[src/pkg/conv_pkg.sv]
package conv_pkg;

    // ****************************************************************
    // Special function register map
    // ****************************************************************
    localparam logic [7:0] ADDR_ADC_RESULT  = 8'hc2;
    localparam logic [7:0] ADDR_ADC_CONTROL = 8'hc3;
    localparam logic [7:0] ADDR_DAC_VALUE   = 8'hc4;

    localparam logic [7:0] RESET_ADC_RESULT  = 8'h00;
    localparam logic [7:0] RESET_ADC_CONTROL = 8'h00;
    localparam logic [7:0] RESET_DAC_VALUE   = 8'h80;

    // Control register fields; bits 7 to 3 are reserved
    localparam int CTRL_REQUEST_BIT = 0;
    localparam int CTRL_CHANNEL_BIT = 1;
    localparam int CTRL_AUTO_BIT    = 2;
    localparam int CTRL_USED_BITS   = 3;

    // ****************************************************************
    // Converter shape
    // ****************************************************************
    localparam int ADC_BITS    = 8;
    localparam int ADC_STEP_MV = 8;
    localparam int ADC_FULL_MV = 2000;

    // ****************************************************************
    // Timing, clock at 10 MHz
    // ****************************************************************
    localparam int CLK_PERIOD_NS  = 100;
    localparam int ADC_MAX_MS     = 50;
    localparam int ADC_MAX_CYCLES = ADC_MAX_MS * 1000000 / CLK_PERIOD_NS;
    localparam int AUTO_PERIOD_MS = 30;
    localparam int AUTO_CYCLES    = AUTO_PERIOD_MS * 1000000 / CLK_PERIOD_NS;
    localparam int DAC_MAX_US     = 25;
    localparam int DAC_MAX_CYCLES = DAC_MAX_US * 1000 / CLK_PERIOD_NS;

    // Analog settling allowed per generator step
    localparam int COMPARE_SETTLE_CYCLES = 16;
    localparam int DAC_SETTLE_CYCLES     = 16;

    typedef enum logic [2:0] {
        ST_IDLE    = 3'b001,
        ST_COMPARE = 3'b010,
        ST_DAC     = 3'b100
    } seq_state_type;

endpackage

[src/core/sar_step.sv]
`timescale 1ns/1ns

module sar_step
    import conv_pkg::*;
#(
    parameter int WIDTH = ADC_BITS
)
(
    input  wire logic             clk_in,    // System clock
    input  wire logic             rst_n_in,  // Synchronous reset, active low
    input  wire logic             start_in,  // Begin a conversion
    input  wire logic             abort_in,  // Drop a conversion in progress
    input  wire logic             strobe_in, // Comparator result is valid
    input  wire logic             above_in,  // Input at or above trial voltage
    output logic [WIDTH-1:0]      trial_out, // Trial code for the generator
    output logic [WIDTH-1:0]      final_out, // Code of the last conversion
    output logic                  busy_out,  // Conversion in progress
    output logic                  done_out   // One-cycle completion pulse
);

    logic [WIDTH-1:0] probe;

    if (WIDTH < 1)
    begin : g_width_check
        $error("sar_step needs at least one bit");
    end

    // ****************************************************************
    // Approximation register
    // ****************************************************************
    always_ff @(posedge clk_in)
    begin
        if (!rst_n_in || abort_in)
        begin
            trial_out <= '0;
            probe     <= '0;
            busy_out  <= 1'b0;
            done_out  <= 1'b0;
        end
        else
        begin
            done_out <= 1'b0;
            if (start_in)
            begin
                trial_out        <= '0;
                trial_out[WIDTH-1] <= 1'b1;
                probe            <= '0;
                probe[WIDTH-1]   <= 1'b1;
                busy_out         <= 1'b1;
            end
            else if (strobe_in && busy_out)
            begin
                // Keep the trial bit only when the input reached it
                trial_out <= (trial_out & ~(probe & {WIDTH{~above_in}}))
                             | (probe >> 1);
                probe     <= probe >> 1;
                if (probe[0])
                begin
                    busy_out <= 1'b0;
                    done_out <= 1'b1;
                end
            end
        end
    end

    always_ff @(posedge clk_in)
    begin
        if (!rst_n_in)
            final_out <= '0;
        else if (strobe_in && busy_out && probe[0])
            final_out <= trial_out & ~(probe & {WIDTH{~above_in}});
    end

    // ****************************************************************
    // Checks
    // ****************************************************************
    int compare_tally;

    always_ff @(posedge clk_in)
    begin
        if (!rst_n_in || abort_in || start_in)
            compare_tally <= 0;
        else if (strobe_in && busy_out)
            compare_tally <= compare_tally + 1;
    end
endmodule

[src/core/sar_adc_dac_controller.sv]
// How it works
// Everything stops and stays idle while the chip is not in system-on mode.
// Control bits choose the channel and request a conversion.
// Hardware clears the request bit when the conversion completes.
// The approximation register updates after every comparison.
// A conversion ends after exactly eight comparisons.
// Result register loads once at completion and holds still meanwhile.
// Request to result takes well under 50 ms.
// With the auto bit set a conversion starts every 30 ms.
// Channel bit low selects input zero, high selects input one.
// Software changes the channel only while no conversion runs.
// Control bits 7 to 3 are reserved, read zero, ignore writes.
// The 8-bit result register is read-only and resets to zero.
// Result is linear unsigned code, 8 mV per step up to 2000 mV.
// Control register sits at C3H and resets to zero.
// Each write to the DAC value register starts a DAC update.
// A DAC update completes in under 25 microseconds.
// DAC value register sits at C4H and resets to mid-scale 80H.
// Bits are decided MSB first, kept when input is at or above trial.
`timescale 1ns/1ns

module sar_adc_dac_controller
    import conv_pkg::*;
#(
    parameter int AUTO_PERIOD    = AUTO_CYCLES,
    parameter int COMPARE_SETTLE = COMPARE_SETTLE_CYCLES,
    parameter int DAC_SETTLE     = DAC_SETTLE_CYCLES
)
(
    input  wire logic       clk_in,           // 10 MHz clock
    input  wire logic       rst_n_in,         // Synchronous reset, active low
    input  wire logic       system_on_in,     // Chip in system-on mode
    input  wire logic [7:0] sfr_addr_in,      // Special function register address
    input  wire logic       sfr_wr_in,        // Register write strobe
    input  wire logic [7:0] sfr_wdata_in,     // Register write data
    input  wire logic       sfr_rd_in,        // Register read strobe
    output logic [7:0]      sfr_rdata_out,    // Read data, one cycle after strobe
    input  wire logic       comparator_in,    // Input at or above generated level
    output logic            channel_sel_out,  // Analog input mux select
    output logic            gen_enable_out,   // Voltage generator active
    output logic            gen_dac_phase_out,// Generator serves the DAC
    output logic [7:0]      gen_code_out,     // Code driven into the generator
    output logic            dac_load_out,     // One-cycle pulse: DAC output updates
    output logic            adc_busy_out      // Conversion in progress
);

    // ****************************************************************
    // Parameter checks
    // ****************************************************************
    localparam int CONV_CYCLES = ADC_BITS * (COMPARE_SETTLE + DAC_SETTLE + 4) + 4;

    if (AUTO_PERIOD < 1 || COMPARE_SETTLE < 1 || DAC_SETTLE < 1)
    begin : g_count_check
        $error("timing counts must be at least one cycle");
    end
    if (DAC_SETTLE + COMPARE_SETTLE + 4 >= DAC_MAX_CYCLES)
    begin : g_dac_check
        $error("DAC settle too long for the DAC update limit");
    end
    if (CONV_CYCLES >= ADC_MAX_CYCLES)
    begin : g_adc_check
        $error("compare settle too long for the conversion limit");
    end

    // ****************************************************************
    // Registers and sequencer state
    // ****************************************************************
    logic [7:0]    adc_result;
    logic          auto_conversion;
    logic          channel_select;
    logic          conversion_request;
    logic [7:0]    dac_value;
    logic          adc_pending;
    logic          dac_pending;
    logic [31:0]   auto_count;
    logic          auto_tick;
    logic [15:0]   settle_count;
    seq_state_type state;
    seq_state_type next_state;

    logic       wr_ctrl;
    logic       wr_dac;
    logic       settled;
    logic       sar_start;
    logic       sar_strobe;
    logic       sar_busy;
    logic       sar_done;
    logic [7:0] sar_trial;
    logic [7:0] sar_final;

    assign wr_ctrl    = sfr_wr_in && sfr_addr_in == ADDR_ADC_CONTROL;
    assign wr_dac     = sfr_wr_in && sfr_addr_in == ADDR_DAC_VALUE;
    assign settled    = settle_count == '0;
    assign sar_start  = state == ST_IDLE && system_on_in && !dac_pending && adc_pending;
    assign sar_strobe = state == ST_COMPARE && settled;

    sar_step #(
        .WIDTH     (ADC_BITS)
    ) u_approx (
        .clk_in    (clk_in),
        .rst_n_in  (rst_n_in),
        .start_in  (sar_start),
        .abort_in  (!system_on_in),
        .strobe_in (sar_strobe),
        .above_in  (comparator_in),
        .trial_out (sar_trial),
        .final_out (sar_final),
        .busy_out  (sar_busy),
        .done_out  (sar_done)
    );

    // ****************************************************************
    // Control register
    // ****************************************************************
    always_ff @(posedge clk_in)
    begin
        if (!rst_n_in)
        begin
            auto_conversion <= RESET_ADC_CONTROL[CTRL_AUTO_BIT];
            channel_select  <= RESET_ADC_CONTROL[CTRL_CHANNEL_BIT];
        end
        else if (wr_ctrl)
        begin
            auto_conversion <= sfr_wdata_in[CTRL_AUTO_BIT];
            channel_select  <= sfr_wdata_in[CTRL_CHANNEL_BIT];
        end
    end

    // A fresh request written in the completion cycle survives the clear
    always_ff @(posedge clk_in)
    begin
        if (!rst_n_in)
            conversion_request <= RESET_ADC_CONTROL[CTRL_REQUEST_BIT];
        else if (wr_ctrl && sfr_wdata_in[CTRL_REQUEST_BIT])
            conversion_request <= 1'b1;
        else if (sar_done)
            conversion_request <= 1'b0;
        else if (wr_ctrl)
            conversion_request <= 1'b0;
    end

    always_ff @(posedge clk_in)
    begin
        if (!rst_n_in || !system_on_in)
            adc_pending <= 1'b0;
        else if ((wr_ctrl && sfr_wdata_in[CTRL_REQUEST_BIT]) || auto_tick)
            adc_pending <= 1'b1;
        else if (sar_start)
            adc_pending <= 1'b0;
    end

    // ****************************************************************
    // Periodic conversion timer
    // ****************************************************************
    assign auto_tick = auto_conversion && system_on_in
                       && auto_count == 32'(AUTO_PERIOD - 1);

    always_ff @(posedge clk_in)
    begin
        if (!rst_n_in || !system_on_in || !auto_conversion)
            auto_count <= '0;
        else if (auto_tick)
            auto_count <= '0;
        else
            auto_count <= auto_count + 32'h1;
    end

    // ****************************************************************
    // Result and DAC value registers
    // ****************************************************************
    always_ff @(posedge clk_in)
    begin
        if (!rst_n_in)
            adc_result <= RESET_ADC_RESULT;
        else if (sar_done)
            adc_result <= sar_final;
    end

    always_ff @(posedge clk_in)
    begin
        if (!rst_n_in)
            dac_value <= RESET_DAC_VALUE;
        else if (wr_dac)
            dac_value <= sfr_wdata_in;
    end

    always_ff @(posedge clk_in)
    begin
        if (!rst_n_in || !system_on_in)
            dac_pending <= 1'b0;
        else if (wr_dac)
            dac_pending <= 1'b1;
        else if (state == ST_DAC && settled)
            dac_pending <= 1'b0;
    end

    // ****************************************************************
    // Register reads
    // ****************************************************************
    always_ff @(posedge clk_in)
    begin
        if (!rst_n_in)
            sfr_rdata_out <= 8'h00;
        else if (sfr_rd_in)
        begin
            case (sfr_addr_in)
                ADDR_ADC_RESULT:  sfr_rdata_out <= adc_result;
                ADDR_ADC_CONTROL: sfr_rdata_out <= {5'h00, auto_conversion,
                                                    channel_select,
                                                    conversion_request};
                ADDR_DAC_VALUE:   sfr_rdata_out <= dac_value;
                default:          sfr_rdata_out <= 8'h00;
            endcase
        end
    end

    // ****************************************************************
    // Sequencer sharing the voltage generator
    // ****************************************************************
    // The DAC only waits for one comparison slot, which keeps its update
    // short even while a conversion runs.
    always_comb
    begin
        next_state = state;
        case (state)
            ST_IDLE:
                if (dac_pending)
                    next_state = ST_DAC;
                else if (adc_pending)
                    next_state = ST_COMPARE;
            ST_COMPARE:
                if (sar_strobe && sar_trial != 8'h00 && dac_pending)
                    next_state = ST_DAC;
                else if (!sar_busy && !sar_start)
                    next_state = ST_IDLE;
            ST_DAC:
                if (settled)
                    next_state = sar_busy ? ST_COMPARE : ST_IDLE;
            default:
                next_state = ST_IDLE;
        endcase
        if (!system_on_in)
            next_state = ST_IDLE;
    end

    always_ff @(posedge clk_in)
    begin
        if (!rst_n_in)
            state <= ST_IDLE;
        else
            state <= next_state;
    end

    always_ff @(posedge clk_in)
    begin
        if (!rst_n_in || state != next_state || sar_strobe)
            settle_count <= (next_state == ST_DAC) ? 16'(DAC_SETTLE)
                                                   : 16'(COMPARE_SETTLE);
        else if (!settled)
            settle_count <= settle_count - 16'h1;
    end

    // ****************************************************************
    // Generator and DAC outputs
    // ****************************************************************
    always_ff @(posedge clk_in)
    begin
        if (!rst_n_in)
        begin
            gen_enable_out    <= 1'b0;
            gen_dac_phase_out <= 1'b0;
            gen_code_out      <= RESET_DAC_VALUE;
            dac_load_out      <= 1'b0;
        end
        else
        begin
            gen_enable_out    <= next_state != ST_IDLE;
            gen_dac_phase_out <= next_state == ST_DAC;
            gen_code_out      <= (next_state == ST_DAC) ? dac_value : sar_trial;
            dac_load_out      <= state == ST_DAC && settled;
        end
    end

    assign channel_sel_out = channel_select;
    assign adc_busy_out    = sar_busy;

    // ****************************************************************
    // Checks
    // ****************************************************************
    localparam int CONV_BOUND = 400;
    localparam int DAC_BOUND  = 250;
endmodule

[config.mk]
export PLATFORM = sky130hd
export DESIGN_NAME = sar_adc_dac_controller
export DESIGN_NICKNAME = d
export VERILOG_FILES = /design/src/pkg/conv_pkg.sv /design/src/core/sar_step.sv /design/src/core/sar_adc_dac_controller.sv
export SDC_FILE = /design/constraint.sdc
export NUM_CORES = 1
export LEC_CHECK = 0
export ABC_AREA = 1
export BUFFER_PORTS_ARGS = -buffer_cell sky130_fd_sc_hd__clkbuf_2
export CAP_MARGIN = 20
export CORE_ASPECT_RATIO = 1.1
export CORE_MARGIN = 10
export CORE_UTILIZATION = 64
export DETAILED_ROUTE_END_ITERATION = 10
export GPL_ROUTABILITY_DRIVEN = 0
export GPL_TIMING_DRIVEN = 1
export PLACE_DENSITY = 0.86
export SYNTH_ARGS = -nofsm -noshare
export SYNTH_HDL_FRONTEND = slang
export SYNTH_HIERARCHICAL = 1
export SYNTH_SLANG_ARGS = --single-unit
[constraint.sdc]
create_clock -name clk_in -period 5.7 [get_ports clk_in]
set_clock_uncertainty 0.2 [all_clocks]
set_input_delay 1.14 -clock clk_in [delete_from_list [all_inputs] [get_ports clk_in]]
set_output_delay 1.14 -clock clk_in [all_outputs]
set_load 0.05 [all_outputs]
# --- After elaboration in Yosys (flattened, before gate mapping) ---
# Index checks and enable logic that the tools add are counted.
totals:
  reg_bits: 117
  inputBits: 22
  output_inout_bits: 21
op_classes:
  add_sub_neg: 2
  n_eq_ne: 10
  n_mux: 25
  bitwise: 6
  n_reduce_logical: 37
op_table:
  columns: ["cell", "count"]
  rows:
  - ["8-bit 2-to-1 mux", 5]
  - ["32-bit by 1-bit adder with 32-bit output (second input constant)", 1]
  - ["32-bit by 19-bit == test with 1-bit output (second input constant)", 1]
  - ["8-bit == test (second input constant)", 3]
  - ["8-bit one-hot mux with 3 select lines", 1]
  - ["3-bit 2-to-1 mux", 6]
  - ["8-bit bitwise AND", 2]
  - ["16-bit logical NOT", 1]
  - ["16-bit by 1-bit subtractor with 16-bit output (second input constant)", 1]
  - ["1-bit logical AND", 15]
  - ["1-bit 2-to-1 mux", 11]
  - ["3-bit one-hot mux with 3 select lines", 1]
  - ["8-bit inverter", 1]
  - ["8-bit by 7-bit OR with 8-bit output", 1]
  - ["2-bit nonzero test", 4]
  - ["8-bit nonzero test", 1]
  - ["3-bit == test (second input constant)", 2]
  - ["1-bit logical NOT", 6]
  - ["1-bit logical OR", 5]
  - ["2-bit OR reduction", 2]
  - ["3-bit by 1-bit == test with 1-bit output (second input constant)", 1]
  - ["3-bit by 2-bit == test with 1-bit output (second input constant)", 1]
  - ["3-bit by 1-bit inequality test with 1-bit output (second input constant)", 1]
  - ["3-bit inequality test", 1]
  - ["other kinds (5)", 6]

# --- Longest topological paths before layout ---
depth:
  ltp_word: 13
  ltp_mapped: 15
  depth_no_buf: 14

# --- Cells and area by module ---
# The synthesis kept the hierarchy.
modules_own_cells:
  columns: ["module", "instances", "cells_each", "area_per_inst_um2"]
  rows:
  - ["sar_adc_dac_controller", 1, 611, 4456.8]
  - ["sar_step", 1, 137, 1051.0]

# --- Worst setup path before layout ---
# No wires, ideal clock.
synth_timing:
  kind: "input port to flip-flop"
  from: "input system_on_in"
  to: "register settle_count[14]"
  setup_ps: 121
  t_arrival_ps: 2340
  required_ps: 5379
  setup_slack_ps: 3040
  stages: 12
  path_buffers: 2
  path_cell_list: "buf_2 -> inv_1 -> nor3_1 -> and2_1 -> nor2_1 -> nand3_1 -> nand2_1 -> nand2_1 -> nand2_1 -> nand3_4 -> buf_12 -> nor2_4"
synth_via:
  elab_chain_len: 12
synth_lines:
  columns: ["element", "line_no", "rtl"]
  rows:
  - ["start: declaration", "sar_adc_dac_controller.sv:32", "input wire logic system_on_in,"]
  - ["1-bit logical AND (3 in series)", "sar_adc_dac_controller.sv:94", "assign sar_start = state == ST_IDLE && system_on_in && !dac_pending && adc_pending;"]
  - ["net sar_start", "sar_adc_dac_controller.sv:84", "logic sar_start;"]
  - ["1-bit logical NOT", "sar_adc_dac_controller.sv:234", "else if (!sar_busy && !sar_start)"]
  - ["1-bit logical AND", "sar_adc_dac_controller.sv:234", null]
  - ["3-bit 2-to-1 mux", "sar_adc_dac_controller.sv:234", null]
  - ["3-bit 2-to-1 mux", "sar_adc_dac_controller.sv:232", "if (sar_strobe && sar_trial != 8'h00 && dac_pending)"]
  - ["3-bit one-hot mux with 3 select lines", "sar_adc_dac_controller.sv:225", "case (state)"]
  - ["3-bit 2-to-1 mux", "sar_adc_dac_controller.sv:242", "if (!system_on_in)"]
  - ["3-bit inequality test", "sar_adc_dac_controller.sv:256", "if (!rst_n_in || state != next_state || sar_strobe)"]
  - ["1-bit logical OR (2 in series)", "sar_adc_dac_controller.sv:256", null]
  - ["end signal: assignment", "sar_adc_dac_controller.sv:257", "settle_count <= (next_state == ST_DAC) ? 16'(DAC_SETTLE)"]
  - ["end signal: assignment", "sar_adc_dac_controller.sv:260", "settle_count <= settle_count - 16'h1;"]
  - ["end: declaration", "sar_adc_dac_controller.sv:77", "logic [15:0] settle_count;"]
# The timed path passes the listed nets, and every way through them passes these cells.
# A chain may end at the register's enable or synchronous reset.

# --- Final worst setup path ---
layout_timing:
  from: "register u_approx.busy_out"
  to: "output adc_busy_out"
layout_lines:
  columns: ["element", "line_no", "rtl"]
  rows:
  - ["start: declaration", "sar_step.sv:17", "output logic busy_out,"]
  - ["start signal: assignment", "sar_step.sv:37", "busy_out <= 1'b0;"]
  - ["start signal: assignment", "sar_step.sv:49", "busy_out <= 1'b1;"]
  - ["start signal: assignment", "sar_step.sv:59", "busy_out <= 1'b0;"]
  - ["end: declaration", "sar_adc_dac_controller.sv:44", "output logic adc_busy_out"]
# No word-level cell between the ends.

==> impl_metrics.tcl <==
set metrics [dict create \
    synthFlopType "dfxtp_1" \
    clk_path_buf_depth 2 \
    fmax_mhz 375 \
    wire_per_inst_um 14.2 \
    clock_sinks 117 \
    synth_area_per_cell_um2 7.36 \
    startpoint_type "flop" \
    p_clk_share_pct 46.4 \
    dpl_cell_area_um2 5760 \
    die-width_um 108 \
    syn-num-nets 773 \
    min_path_type "reg2reg" \
    peakVddDrop_mv 0.282 \
    fill_cells 618 \
    worstPathCellList "clkbuf_2" \
    drc 0 \
    r2r-start "settle_count[0]" \
    routed_via_density 5.53 \
    p_comb_share_pct 14.9 \
    gr-total-overflow 0 \
    yosys.area.top_type_share_pct 42.5 \
    io_buffers 42 \
    synth_common_cells "147 x nand2_1, 117 x dfxtp_1, 115 x nor2_1, 89 x inv_1, 54 x a21oi_1" \
    ys.warnings.count 6 \
    syn_area_um2 5510 \
    fin_crit_sh_pct 46.8 \
    slew_headroom_pct 54.6 \
    cp_top_family "flip-flops" \
    power.leakage_nw 2.38 \
    ant_nets 0 \
    grtUsageTotal_pct 21.7 \
    power.switching_mw 0.627 \
    path_clk_slew_ns 0.05 \
    cts_tree "built" \
    path_class "reg2out" \
    dr.pass1.iters 6 \
    ys_ff_latch 117 \
    outcome "finished, final reports clean" \
    power_density_nw_per_um2 360 \
    finalSetupViolCount 0 \
    async_reset_ff_share_pct 0 \
    drt_iter0_drc 384 \
    synthTopCellsByArea "dfxtp_1 43%, nand2_1 10%, nor2_1 7.8%" \
    cp_max_fo 7 \
    cpMaxStageDelayCell "dfxtp_1" \
    hold_violations 0 \
    synth_top_cell_by_area "dfxtp_1" \
    worstHoldStart "auto_count[0]" \
    crit_cells 1 \
    critical_path_arrival_ns 1.33 \
    vias 5073 \
    maxCapViolCount 0 \
    ys_seq_area_share_pct 42.5 \
    rows 35 \
    setup_tns_ns 0 \
    slowest_delay_ns 0.46 \
    n_antenna_cell 0 \
    internal_power_mw 1.66 \
    final_net_count 818 \
    routed_wl_um 13000 \
    core_um2 8410 \
    post_cts_buffers 0 \
    grt_pass1_vias 5027 \
    slew_violations 0 \
    p_sw_share_pct 27.4 \
    yosysMostFrequentCell "nand2_1" \
    ctsHoldBuffers 0 \
    crit_required_ns 4.36 \
    root_buffer "clkbuf_8" \
    clock_latency_ns 0.52 \
    setup.worst_path.start "u_approx/busy_out" \
    numCtsBuffers 17 \
    pwr-share-seq_pct 38.6 \
    hold_slack_ns 0.254 \
    antenna_found_initial 0 \
    layout_min_cycle_time_ns 2.67 \
    initial_core_util_pct 65.5 \
    end_kind "primary output" \
    rsz0062_at_grt "no" \
    syn2layout_area_growth_pct 15.5 \
    final_cell_area_um2 6360 \
    synthCells 748 \
    die_h_um 117 \
    cts-resized-gates 0 \
    path_buf_inv 1 \
    htreeDepth 4 \
    grt_max_degree 33 \
    synth.distinct_cells 39 \
    hpwl_um 8780 \
    hold_depth 1 \
    pin_count 43 \
    worstMarginPinSlew_ns 0.680 \
    drive_gt1_share_pct 17.0 \
    rr_worst_depth 11 \
    synth-edff-count 0 \
    grt_pass1_wl_um 22500 \
    dieArea_um2 12700 \
]
==> metrics by stage <==
stage	util [%]	cells	power, mW	setup WS (ns)
final	75.7	917	2.29	3.03
after global routing	75.7	917	2.39	2.86
after CTS	75.7	917	2.30	3.02
after detailed placement	68.6	885	1.24	2.78
after global placement	68.6	885	1.23	2.88
after floorplan	-	748	1.18	3.04
==> power by group through the flow <==
stage	registers [mW]	clock network (mW)	logic (mW)
2_1_floorplan	0.896	0	0.289
6_report	0.884	1.06	0.342
3_5_place_dp	0.901	0	0.339
4_1_cts	0.884	1.07	0.345
5_1_grt	0.889	1.11	0.392
3_3_place_gp	0.899	0	0.327
==> sequential cells by signal, indices dropped and copies added (netlist names), 3 cells and up <==
signal / count
adc_result: 8
auto_count: 32
dac_value: 8
gen_code_out: 8
settle_count: 16
sfr_rdata_out: 8
state: 3
u_approx/final_out: 8
u_approx/probe: 8
u_approx/trial_out: 8
==> layout by cell type (no fill, tap or decap), types with 2 or more instances in the layout <==
cell type and n:
nand2_4 3, o21ai_1 3, clkbuf_8 3, inv_1 89, ha_1 3, clkinv_2 4
nor3b_1 8, nor2_1 115, clkbuf_16 16, nand3_2 2, a211oi_1 6, nor4_1 4
bufinv_16 3, o211ai_1 4, nor3_2 5, clkinvlp_4 5, a21oi_2 10, nand4_1 15
nand2_2 5, o21ai_0 26, nor3_1 20, clkbuf_2 42, o31ai_1 2, nor2_2 8
inv_2 7, a21oi_1 54, dfxtp_1 117, xor2_1 17, o22ai_1 5, nand2_1 147
nand3_1 24, xnor2_1 6, nor2_4 19
==> logic make-up (layout without fill, tap and decap cells) <==
| group | count (synthesis) | count (layout) | synth area share, % |
|---|---|---|---|
| buffers and inverters | 114 | 172 | 8.43 |
| DFF | 117 | 117 | 42.5 |
| AOI/OAI and AO/OA | 110 | 110 | 11.3 |
| xor gates and xnor gates | 23 | 23 | 3.66 |
| and+or+nand+nor | 381 | 381 | 33.4 |
| adders and majority gates | 3 | 3 | 0.682 |
==> final timing paths <==
kind | endpoint | slack, ns
max | adc_busy_out | 3.03
min | auto_count[0] | 0.25
max reg2reg | u_approx/busy_out | 3.09
min reg2reg | auto_count[0] | 0.25
==> per-layer routing <==
| layer | global-route usage [%] | wire length [µm] |
|---|---|---|
| met1 | 23.8 | 5300 |
| met2 | 37.6 | 6490 |
| met3 | 6.74 | 944 |
| met4 | 9.50 | 296 |
| met5 | 0 | 0 |
==> area by class of cell <==
cell class / instances / area (µm²) / area share (%)
clock inverters: 13 / 156 / 2.46
inverters: 97 / 364 / 5.72
multi-input cells: 517 / 2700 / 42.5
flip-flops and latches: 117 / 2340 / 36.8
well taps: 111 / 139 / 2.18
clock buffers: 19 / 442 / 6.94
repair buffers: 43 / 218 / 3.42
No activity file was read; power rests on OpenSTA's default activity.
